## src/hw/fsm_pkg.sv

```systemverilog
// constants for the host-side controller of a parallel boot-sector flash
// assumes the flash pins are wired straight to the controller ports
package fsm_pkg;
    // ****************************************
    // array geometry
    // ****************************************
    localparam int unsigned fsm_word_addr_width = 18;
    localparam int unsigned fsm_byte_addr_width = 19;
    localparam int unsigned fsm_data_width = 16;
    localparam int unsigned fsm_sector_count = 11;
    localparam logic [3:0] fsm_last_sector = 4'ha;
    localparam logic [18:0] fsm_top_s7_base = 19'h70000;
    localparam logic [18:0] fsm_top_s8_base = 19'h78000;
    localparam logic [18:0] fsm_top_s9_base = 19'h7a000;
    localparam logic [18:0] fsm_top_s10_base = 19'h7c000;
    localparam logic [18:0] fsm_bot_s1_base = 19'h04000;
    localparam logic [18:0] fsm_bot_s2_base = 19'h06000;
    localparam logic [18:0] fsm_bot_s3_base = 19'h08000;
    localparam logic [18:0] fsm_big_sector_base = 19'h10000;
    localparam int unsigned fsm_big_sector_shift = 16;
    localparam logic [3:0] fsm_bot_big_first = 4'h3;
    localparam logic [7:0] fsm_byte_mask = 8'hff;
    // ****************************************
    // bus timing
    // ****************************************
    localparam int unsigned fsm_clock_mhz = 250;
    localparam int unsigned fsm_access_ns = 70;
    localparam int unsigned fsm_access_cycles = (fsm_access_ns * fsm_clock_mhz + 999) / 1000;
    localparam int unsigned fsm_strobe_ns = 40;
    localparam int unsigned fsm_strobe_cycles = (fsm_strobe_ns * fsm_clock_mhz + 999) / 1000;
    localparam int unsigned fsm_setup_ns = 8;
    localparam int unsigned fsm_setup_cycles = (fsm_setup_ns * fsm_clock_mhz + 999) / 1000;
    localparam int unsigned fsm_reset_ns = 500;
    localparam int unsigned fsm_reset_cycles = (fsm_reset_ns * fsm_clock_mhz + 999) / 1000;
    localparam int unsigned fsm_recover_ns = 50;
    localparam int unsigned fsm_recover_cycles = (fsm_recover_ns * fsm_clock_mhz + 999) / 1000;
    localparam int unsigned fsm_count_width = 8;
    localparam logic [15:0] fsm_soft_reset_data = 16'h00f0;

    typedef enum logic [1:0] {
        fsm_read_array,
        fsm_read_status,
        fsm_read_ident
    } fsm_read_mode_type;
endpackage

```

## src/hw/fsm_flash_host.sv

```systemverilog
// host controller driving the pins of a parallel boot-sector flash
// assumes one 250 MHz clock; only the ready/busy pin enters via a three-stage synchroniser, data pins are sampled directly
`timescale 1ns/100ps
module fsm_flash_host
    import fsm_pkg::*;
#(
    parameter int unsigned reset_cycles = fsm_reset_cycles
)
(
    input wire logic clock,
    input wire logic sys_rst,
    input wire logic cfg_top_boot,
    input wire logic cfg_word_mode,
    input wire logic req_valid,
    output logic req_ready,
    input wire logic req_write,
    input wire logic req_ident,
    input wire logic req_hw_reset,
    input wire logic req_soft_reset,
    input wire logic [18:0] req_addr,
    input wire logic [15:0] req_wdata,
    output logic rsp_valid,
    output logic [15:0] rsp_rdata,
    output logic [3:0] rsp_sector,
    output fsm_read_mode_type rsp_mode,
    output logic [17:0] flash_addr,
    output logic flash_ce_n,
    output logic flash_oe_n,
    output logic flash_we_n,
    output logic flash_reset_n,
    output logic flash_byte_n,
    input wire logic [15:0] flash_dq_in,
    output logic [15:0] flash_dq_out,
    output logic [15:0] flash_dq_oe,
    input wire logic flash_ready_in
);
    typedef enum logic [2:0] {
        fsm_idle,
        fsm_setup,
        fsm_strobe,
        fsm_hold,
        fsm_reset_pulse,
        fsm_recover
    } fsm_state_type;

    fsm_state_type state_reg;
    logic [31:0] count_reg;
    logic op_write_reg;
    logic [18:0] addr_reg;
    logic [15:0] wdata_reg;
    logic [3:0] sector_reg;
    logic [15:0] rdata_reg;
    logic rsp_valid_reg;
    logic [2:0] ready_sync_reg;
    logic ready_reg;
    fsm_read_mode_type mode_reg;
    logic [3:0] sector_next;
    logic dq_drive;
    logic [18:0] decode_addr;

    // ****************************************
    // ready/busy pin synchroniser
    // ****************************************
    // change accepted once stages two and three agree
    always_ff @(posedge clock) begin
        if (sys_rst) begin
            ready_sync_reg <= 3'h7;
            ready_reg <= 1'b1;
        end else begin
            ready_sync_reg <= {ready_sync_reg[1:0], flash_ready_in};
            if (ready_sync_reg[1] == ready_sync_reg[2]) begin
                ready_reg <= ready_sync_reg[2];
            end
        end
    end

    // word requests carry a word address; the decoder always wants the byte address
    assign decode_addr = cfg_word_mode ? {req_addr[17:0], 1'b0} : req_addr;

    fsm_sector_decode u_decode (
        .top_boot(cfg_top_boot),
        .addr(decode_addr),
        .sector(sector_next)
    );

    assign req_ready = (state_reg == fsm_idle);

    // ****************************************
    // bus cycle sequencer
    // ****************************************
    // address and data stable across the whole strobe so the device latches cleanly
    always_ff @(posedge clock) begin
        if (sys_rst) begin
            state_reg <= fsm_reset_pulse; // device starts from a clean hardware reset
            count_reg <= 32'h0;
            op_write_reg <= 1'b0;
            addr_reg <= 19'h0;
            wdata_reg <= 16'h0;
            sector_reg <= 4'h0;
        end else begin
            case (state_reg)
                fsm_idle: begin
                    count_reg <= 32'h0;
                    if (req_valid) begin
                        addr_reg <= req_addr;
                        sector_reg <= sector_next;
                        if (req_hw_reset) begin
                            state_reg <= fsm_reset_pulse;
                        end else begin
                            op_write_reg <= req_write | req_soft_reset | req_ident;
                            wdata_reg <= req_soft_reset ? fsm_soft_reset_data : req_wdata;
                            state_reg <= fsm_setup;
                        end
                    end
                end
                fsm_setup: begin
                    if (count_reg >= 32'(fsm_setup_cycles - 1)) begin
                        count_reg <= 32'h0;
                        state_reg <= fsm_strobe;
                    end else begin
                        count_reg <= count_reg + 32'h1;
                    end
                end
                fsm_strobe: begin
                    if (count_reg >= 32'(op_write_reg ? fsm_strobe_cycles - 1 : fsm_access_cycles - 1)) begin
                        count_reg <= 32'h0;
                        state_reg <= fsm_hold;
                    end else begin
                        count_reg <= count_reg + 32'h1;
                    end
                end
                fsm_hold: begin
                    state_reg <= fsm_idle;
                end
                fsm_reset_pulse: begin
                    if (count_reg >= 32'(reset_cycles - 1)) begin
                        count_reg <= 32'h0;
                        state_reg <= fsm_recover;
                    end else begin
                        count_reg <= count_reg + 32'h1;
                    end
                end
                fsm_recover: begin
                    // wait for ready as well, in case reset hit a running algorithm
                    if (count_reg >= 32'(fsm_recover_cycles - 1) && ready_reg) begin
                        count_reg <= 32'h0;
                        state_reg <= fsm_idle;
                    end else if (count_reg < 32'(fsm_recover_cycles - 1)) begin
                        count_reg <= count_reg + 32'h1;
                    end
                end
                default: begin
                    state_reg <= fsm_idle;
                end
            endcase
        end
    end

    // ****************************************
    // read capture
    // ****************************************
    // sample at end of access time, before the strobe releases
    always_ff @(posedge clock) begin
        if (sys_rst) begin
            rdata_reg <= 16'h0;
            rsp_valid_reg <= 1'b0;
        end else begin
            rsp_valid_reg <= 1'b0;
            if (state_reg == fsm_strobe && !op_write_reg
                && count_reg >= 32'(fsm_access_cycles - 1)) begin
                rsp_valid_reg <= 1'b1;
                // byte mode: only the low lane carries data
                rdata_reg <= cfg_word_mode ? flash_dq_in : (flash_dq_in & {8'h0, fsm_byte_mask});
            end
        end
    end

    // ****************************************
    // tracked device read mode
    // ****************************************
    // busy pin means status reads; only resets leave identification
    always_ff @(posedge clock) begin
        if (sys_rst) begin
            mode_reg <= fsm_read_array;
        end else if (state_reg == fsm_reset_pulse) begin
            mode_reg <= fsm_read_array;
        end else if (state_reg == fsm_idle && req_valid && req_soft_reset) begin
            mode_reg <= fsm_read_array;
        end else if (state_reg == fsm_idle && req_valid && req_ident) begin
            mode_reg <= fsm_read_ident;
        end else if (mode_reg != fsm_read_ident && !ready_reg) begin
            mode_reg <= fsm_read_status;
        end else if (mode_reg == fsm_read_status && ready_reg) begin
            mode_reg <= fsm_read_array;
        end
    end

    // ****************************************
    // pin drive
    // ****************************************
    assign dq_drive = op_write_reg && (state_reg == fsm_setup || state_reg == fsm_strobe
        || state_reg == fsm_hold);

    always_comb begin
        flash_reset_n = (state_reg != fsm_reset_pulse);
        flash_byte_n = cfg_word_mode;
        flash_ce_n = !(state_reg == fsm_setup || state_reg == fsm_strobe || state_reg == fsm_hold);
        // read: oe low we high; write: we low oe high
        flash_oe_n = !((state_reg == fsm_strobe || state_reg == fsm_hold) && !op_write_reg);
        flash_we_n = !(state_reg == fsm_strobe && op_write_reg);
        flash_addr = cfg_word_mode ? addr_reg[17:0] : addr_reg[18:1];
        flash_dq_out = cfg_word_mode ? wdata_reg : {addr_reg[0], 7'h0, wdata_reg[7:0]};
        if (cfg_word_mode) begin
            flash_dq_oe = {16{dq_drive}};
        end else begin
            // top pin driven as address lsb in every state but idle and reset pulse, 14..8 left floating
            flash_dq_oe = {(state_reg != fsm_idle && state_reg != fsm_reset_pulse), 7'h0, {8{dq_drive}}};
        end
    end

    assign rsp_valid = rsp_valid_reg;
    assign rsp_rdata = rdata_reg;
    assign rsp_sector = sector_reg;
    assign rsp_mode = mode_reg;
endmodule

```

## src/hw/fsm_sector_decode.sv

```systemverilog
// sector number decode for a 19-bit byte address
// assumes addr is always the byte address; word addresses are shifted left by one
`timescale 1ns/100ps
module fsm_sector_decode
    import fsm_pkg::*;
(
    input wire logic top_boot,
    input wire logic [18:0] addr,
    output logic [3:0] sector
);
    // ****************************************
    // decode
    // ****************************************
    // only upper bits count; offsets inside the sector never matter
    always_comb begin
        if (top_boot) begin
            if (addr < fsm_top_s7_base) begin
                sector = {1'b0, addr[18:16]};
            end else if (addr < fsm_top_s8_base) begin
                sector = 4'h7;
            end else if (addr < fsm_top_s9_base) begin
                sector = 4'h8;
            end else if (addr < fsm_top_s10_base) begin
                sector = 4'h9;
            end else begin
                sector = fsm_last_sector;
            end
        end else begin
            if (addr < fsm_bot_s1_base) begin
                sector = 4'h0;
            end else if (addr < fsm_bot_s2_base) begin
                sector = 4'h1;
            end else if (addr < fsm_bot_s3_base) begin
                sector = 4'h2;
            end else if (addr < fsm_big_sector_base) begin
                sector = fsm_bot_big_first;
            end else begin
                sector = fsm_bot_big_first + {1'b0, addr[18:16]};
            end
        end
    end
endmodule

```

## config.mk

```make
export PLATFORM = sky130hd
export DESIGN_NAME = fsm_flash_host
export DESIGN_NICKNAME = d
export VERILOG_FILES = /design/src/hw/fsm_pkg.sv /design/src/hw/fsm_flash_host.sv /design/src/hw/fsm_sector_decode.sv
export SDC_FILE = /design/constraint.sdc
export NUM_CORES = 1
export LEC_CHECK = 0
export BUFFER_PORTS_ARGS = -buffer_cell sky130_fd_sc_hd__buf_4
export CORE_MARGIN = 2
export CORE_UTILIZATION = 35
export DETAILED_ROUTE_END_ITERATION = 8
export PLACE_DENSITY = 0.65
export SLEW_MARGIN = 20
export SYNTH_ARGS = -nofsm -noshare
export SYNTH_HDL_FRONTEND = slang
export SYNTH_SLANG_ARGS = --single-unit
```

## constraint.sdc

```tcl
create_clock -name clock -period 3.8 [get_ports clock]
set_clock_uncertainty 0.15 [all_clocks]
set_input_delay 0.76 -clock clock [delete_from_list [all_inputs] [get_ports clock]]
set_output_delay 0.76 -clock clock [all_outputs]
set_load 0.01 [all_outputs]
```

Word-level counts from Yosys, hierarchy flattened

Cells that the tools add are included.
W data, S select, Z words.

Bits of input ports: 61
Word-level logic and storage cells: 110
Memories: 0
Memory bits (writable): 0
Bits in read-only memories: 0
Register bits after elaboration: 98
Bits in latches: 0

Equality and inequality tests: 15
Shift-type cells: 0
$add $sub $neg: 2
$mul: 0
Order comparisons: 14
Bitwise gates (word level): 3
Div/mod/pow operators: 0
Reduce and logical (&&, ||, !) cells: 31
Mux-type cells: 33

Operator list:

| kind                    | number |
|---|---|
| $mux W32                | 5 |
| $pmux W32 S5            | 1 |
| $lt A19 B19 Y1 const B  | 4 |
| $mux W16                | 4 |
| $lt A19 B15 Y1 const B  | 2 |
| $add A32 B1 Y32 const B | 1 |
| $ge A32 B1 Y1 const B   | 1 |
| $ge A32 B4 Y1 const B   | 1 |
| $ge A32 B5 Y1           | 1 |
| $ge A32 B5 Y1 const B   | 1 |
| $ge A32 B7 Y1 const B   | 1 |
| $lt A32 B4 Y1 const B   | 1 |
| $mux W4                 | 8 |
| $lt A19 B16 Y1 const B  | 1 |
| $lt A19 B17 Y1 const B  | 1 |
| $mux W19                | 1 |
| $mux W18                | 1 |
| $mux W3                 | 6 |
| $pmux W3 S5             | 1 |
| $logic_and A1 B1 Y1     | 12 |
| $ne A2 B2 Y1 const B    | 6 |
| $mux W2                 | 4 |
| $eq A3 B2 Y1 const B    | 2 |
| $eq A3 B3 Y1 const B    | 2 |
| other kinds (20)        | 30 |

Logic depth before layout (Yosys ltp)

Depth after elaboration: 7
Depth in mapped cells: 9
Gate-level depth less buffers: 8

Modules after synthesis

From an unflattened synthesis, not the netlist that was laid out.

Cell total of the unflattened synthesis: 590
Area, all modules: 4854.7 um^2

Modules (own cells, without submodules):

| module            | area each (um^2) | cells each | instances | seq. area each (um^2) |
|---|---|---|---|---|
| fsm_flash_host    | 4692.0           | 565        | 1         | 1961.9 |
| fsm_sector_decode | 162.7            | 25         | 1         | 0.0 |

Least setup slack after synthesis

Ideal clock, no wire load.

Path kind: input port to output port
Start: in cfg_word_mode
End: out flash_addr[10]
Data arrival time: 2.151 ns
Stages on the path: 4
Buffers on the path: 3
Setup slack: 0.739 ns
Path through: buf_1 -> buf_1 -> clkbuf_1 -> mux2_2

Word-level cells in the longest chain between the ends: 1

Ends and longest elaborated chain:

| element         | line                  | text |
|---|---|---|
| start, declared | fsm_flash_host.sv:13  | `input wire logic cfg_word_mode,` |
| $mux W18        | fsm_flash_host.sv:211 | `flash_addr = cfg_word_mode ? addr_reg[17:0] : addr_reg[18:1];` |
| end, declared   | fsm_flash_host.sv:26  | `output logic [17:0] flash_addr,` |

Every way passes these cells.

Worst setup path after layout

Start: reg state_reg[0]
End: out flash_dq_oe[11]

Word-level cells in the longest chain between the ends: 5

Ends and longest elaborated chain:

| element                                             | line                  | text |
|---|---|---|
| start, declared                                     | fsm_flash_host.sv:46  | `fsm_state_type state_reg;` |
| start signal, assigned                              | fsm_flash_host.sv:94  | `state_reg <= fsm_reset_pulse;` |
| start signal, assigned                              | fsm_flash_host.sv:108 | `state_reg <= fsm_reset_pulse;` |
| start signal, assigned                              | fsm_flash_host.sv:112 | `state_reg <= fsm_setup;` |
| $eq A3 B1 Y1 / $eq A3 B2 Y1 (equally long branches) | fsm_flash_host.sv:201 | `assign dq_drive = op_write_reg && (state_reg == fsm_setup \|\| state_reg == fsm_strobe` |
| $logic_or A1 B1 Y1                                  | fsm_flash_host.sv:201 |  |
| $logic_or A1 B1 Y1 *                                | fsm_flash_host.sv:202 | `\|\| state_reg == fsm_hold);` |
| $logic_and A1 B1 Y1 *                               | fsm_flash_host.sv:201 |  |
| $mux W16 *                                          | fsm_flash_host.sv:213 | `if (cfg_word_mode) begin` |
| end, declared                                       | fsm_flash_host.sv:34  | `output logic [15:0] flash_dq_oe,` |

Mark *: on every way between the ends. The rest lies on a longest branch, timed or not.

==> summary.md <==
| Metric | Value |
|---|---|
| Critical path endpoint category | output port |
| Starting DRC count in detailed routing | 159 |
| Number of setup violations in the final report | 0 |
| Die W | 119.5 um |
| Final critical-path setup slack | 0.7053 ns |
| Number of global-route vias before repair | 4182 |
| Number of max-cap violations | 0 |
| Reg-to-reg critical path startpoint | count_reg[24] |
| Number of flops mapped to enable cells by yosys | 0 |
| First-pass GRT wire length | 19840 um |
| Total number of nets in the final design | 730 |
| Crit share post-route | 81.44% |
| Static Leakage | 2.356 nW |
| Most common flop cell mapped by yosys | dfxtp_1 |
| Number of detailed-routing iterations run before antenna repair | 4 |
| Clock Latency Late Sink | 0.34 ns |
| Data required time of the critical path | 2.89 ns |
| Power Dens Cells | 345.6 nW/um2 |
| Clock sink total | 98 |
| Gate count of the mapped netlist | 570 |
| Netlist area before placement | 4672 um2 |
| Total grt overflow | 0 |
| Total wire length | 11990 um |
| Number of antenna-violating nets in the routed design | 0 |
| RSZ-0062 raised after global routing | no |
| Final hold violations | 0 |
| Final Critical Period | 3.095 ns |
| Synth Warn # | 0 |
| Clock edge transition at the registers on the reported setup and hold paths | 0.07 ns |
| Timing startpoint of the critical path | state_reg[0] |
| Distinct cell type count after synthesis | 55 |
| Layout overhead on the synthesized area | 26.97% |
| Class of the most critical setup path | flop to output port |
| Timing-limited maximum frequency | 323.1 MHz |
| Number of gates resized after CTS | 0 |
| Peak supply drop | 0.2480 mV |
| I/O pin count | 140 |
| Syn nets | 637 |
| Initial antenna violation count | 0 |
| Detail-routed via count per cell | 5.064 |
| Worst EP arrival | 2.18 ns |
| Status | finished clean |
| Final HPWL from detailed placement | 8715 um |
| Root Buffer Master | clkbuf_16 |
| Gp weighted congestion | 0.8882 |
| Worst setup slack after placement | 1.060 ns |
| Antenna Cells | 0 |
| Largest buffer count on any clock path | 2 |
| Number of clock buffers inserted by TritonCTS | 9 |
| Initial Utilization | 35.56% |
| Chip height | 119.5 um |
| Number of H-tree branching levels | 3 |
| DRC violations left | 0 |
| Average wire per standard cell | 14.21 um |
| Area occupied by registers | 1962 um2 |
| Count of buffers from port buffering | 139 |
| Layout cells sized above 1 | 28.14% |
| TritonCTS clock tree | built |
| Die footprint | 14290 um2 |
| Overall fraction of global-route tracks in use | 16.90% |
| Standard cell core area | 13140 um2 |
| Peak fanout along the critical path | 13 |
| Fillers | 1317 |
| Summed area of non-filler cells in the final layout | 5932 um2 |
| Min-delay src | ready_sync_reg[0] |
| Buffers inserted by post-CTS timing repair | 0 |
| Kind of start point of the critical path | flop |
| Final Slew Violations | 0 |
| Setup TNS | 0 ns |
| Post-synth ARST share | 0% |
| Slew at the pin closest to its max-slew limit | 0.8093 ns |
| Area post-placement | 5633 um2 |
| Vias after detailed routing | 4274 |
| Largest net degree at the start of global routing | 51 |
| Number of cell rows | 42 |
| Total area of multi-input combinational cells | 2351 um2 |
| CTS Hold Buffers Added | 0 |
| Mean instance size in the synthesized netlist | 8.196 um2 |
| Hold WC Path Type | flop to flop |
| Number of flip-flops under the largest register name | 32 |
| Yosys reg bits | 98 |
| Sequential cell area fraction in the yosys report | 41.99% |
| Max transition margin | 45.94% |
[layout by cell type (no fill, tap or decap), drive strengths merged, types with 8 or more instances in the layout]
cell type  Yosys  routed
inv           10      10
nor2          31      31
nand2         98      98
clkbuf        20      11
buf           41     143
nand3b        16      16
and2          23      23
nand3         24      24
a31oi         10      10
a21oi         68      68
nor4           8       8
mux2          19      19
dfxtp         98      98
nor3          19      19
[logic make-up after synthesis]
group / Yosys count / share of synthesized area (%)
AO/OA/AOI/OAI: 114 / 15.10
adder cells (fa/ha/maj): 6 / 1.607
buffers and inverters: 71 / 8.061
flip-flops: 98 / 41.99
multiplexers: 23 / 5.437
AND/OR/NAND/NOR: 258 / 27.80
[power breakdown]
part / total (W) / leakage [nW] / switching, W / internal, W
Clock: 0.000891 / 0.136 / 0.000382 / 0.000509
Combinational: 0.000123 / 1.43 / 0.0000591 / 0.0000639
Sequential: 0.00104 / 0.790 / 0.00000542 / 0.00103
[synth_stat cells, drive strengths merged (2+ instances only)]
master | number | area [um2]
nand4 | 7 | 43.79
nor4 | 8 | 65.06
mux2 | 19 | 214.0
dfxtp | 98 | 1962
a221oi | 2 | 17.52
nand4b | 2 | 17.52
nand2 | 98 | 367.9
o21a | 2 | 15.01
a211oi | 4 | 30.03
a41o | 2 | 20.02
and2 | 23 | 143.9
a31oi | 10 | 62.56
o21ai | 4 | 20.02
inv | 10 | 37.54
buf | 41 | 264.0
or2 | 5 | 31.28
o21bai | 2 | 15.01
nand3 | 24 | 120.1
nand2b | 5 | 31.28
nor2b | 5 | 31.28
o22ai | 3 | 32.53
or4 | 3 | 26.27
a21boi | 2 | 15.01
nand3b | 16 | 120.1
a311oi | 3 | 26.28
o31ai | 3 | 22.52
nor2 | 31 | 116.4
a21oi | 68 | 347.8
mux2i | 4 | 40.04
nor3b | 2 | 15.01
ha | 6 | 75.07
and3 | 5 | 31.28
clkbuf | 20 | 75.07
nor3 | 19 | 95.09
[per-layer routing]
metal	vias up	track usage (%)	wire, um
li1	2154	-	-
met1	1975	20.55	5230
met2	129	28.61	5697
met3	16	5.466	868
met4	0	4.853	195
met5	-	0	0
[through the flow]
| step | utilization [%] | hold WS (ns) | power (W) | cells |
|---|---|---|---|---|
| global placement | 42.88 | 0.2484 | 0.001179 | 828 |
| floorplan | - | 0.2395 | 0.001115 | 570 |
| CTS | 45.07 | 0.2689 | 0.002076 | 844 |
| global route | 45.15 | 0.2934 | 0.002132 | 844 |
| finish | 45.15 | 0.2673 | 0.002050 | 844 |
| detailed placement | 42.88 | 0.2525 | 0.001182 | 828 |
[path summary, 6_finish.rpt]
| kind | endpoint | slack (ns) | cells after the start |
|---|---|---|---|
| min | ready_sync_reg[1] | 0.27 | 1 |
| min reg2reg | ready_sync_reg[1] | 0.27 | 1 |
| max reg2reg | count_reg[26] | 1.02 | 6 |
| max | flash_dq_oe[11] | 0.71 | 4 |
[worst max-delay path, stage by stage (launching register included)]
cell and delay, ns:
dfxtp_1 0.61, nor2_1 0.23, nor2_1 0.50, and2_1 0.34, buf_4 0.17
[area by class of cell]
| cell class | instances | area share (%) |
|---|---|---|
| clock buffers | 11 | 3.923 |
| clock inverters | 5 | 0.9281 |
| inverters | 10 | 0.6328 |
| multi-input cells | 401 | 39.63 |
| flip-flops and latches | 98 | 33.07 |
| well taps | 176 | 3.712 |
| repair buffers | 143 | 18.10 |
(Power assumes the default switching activity.)
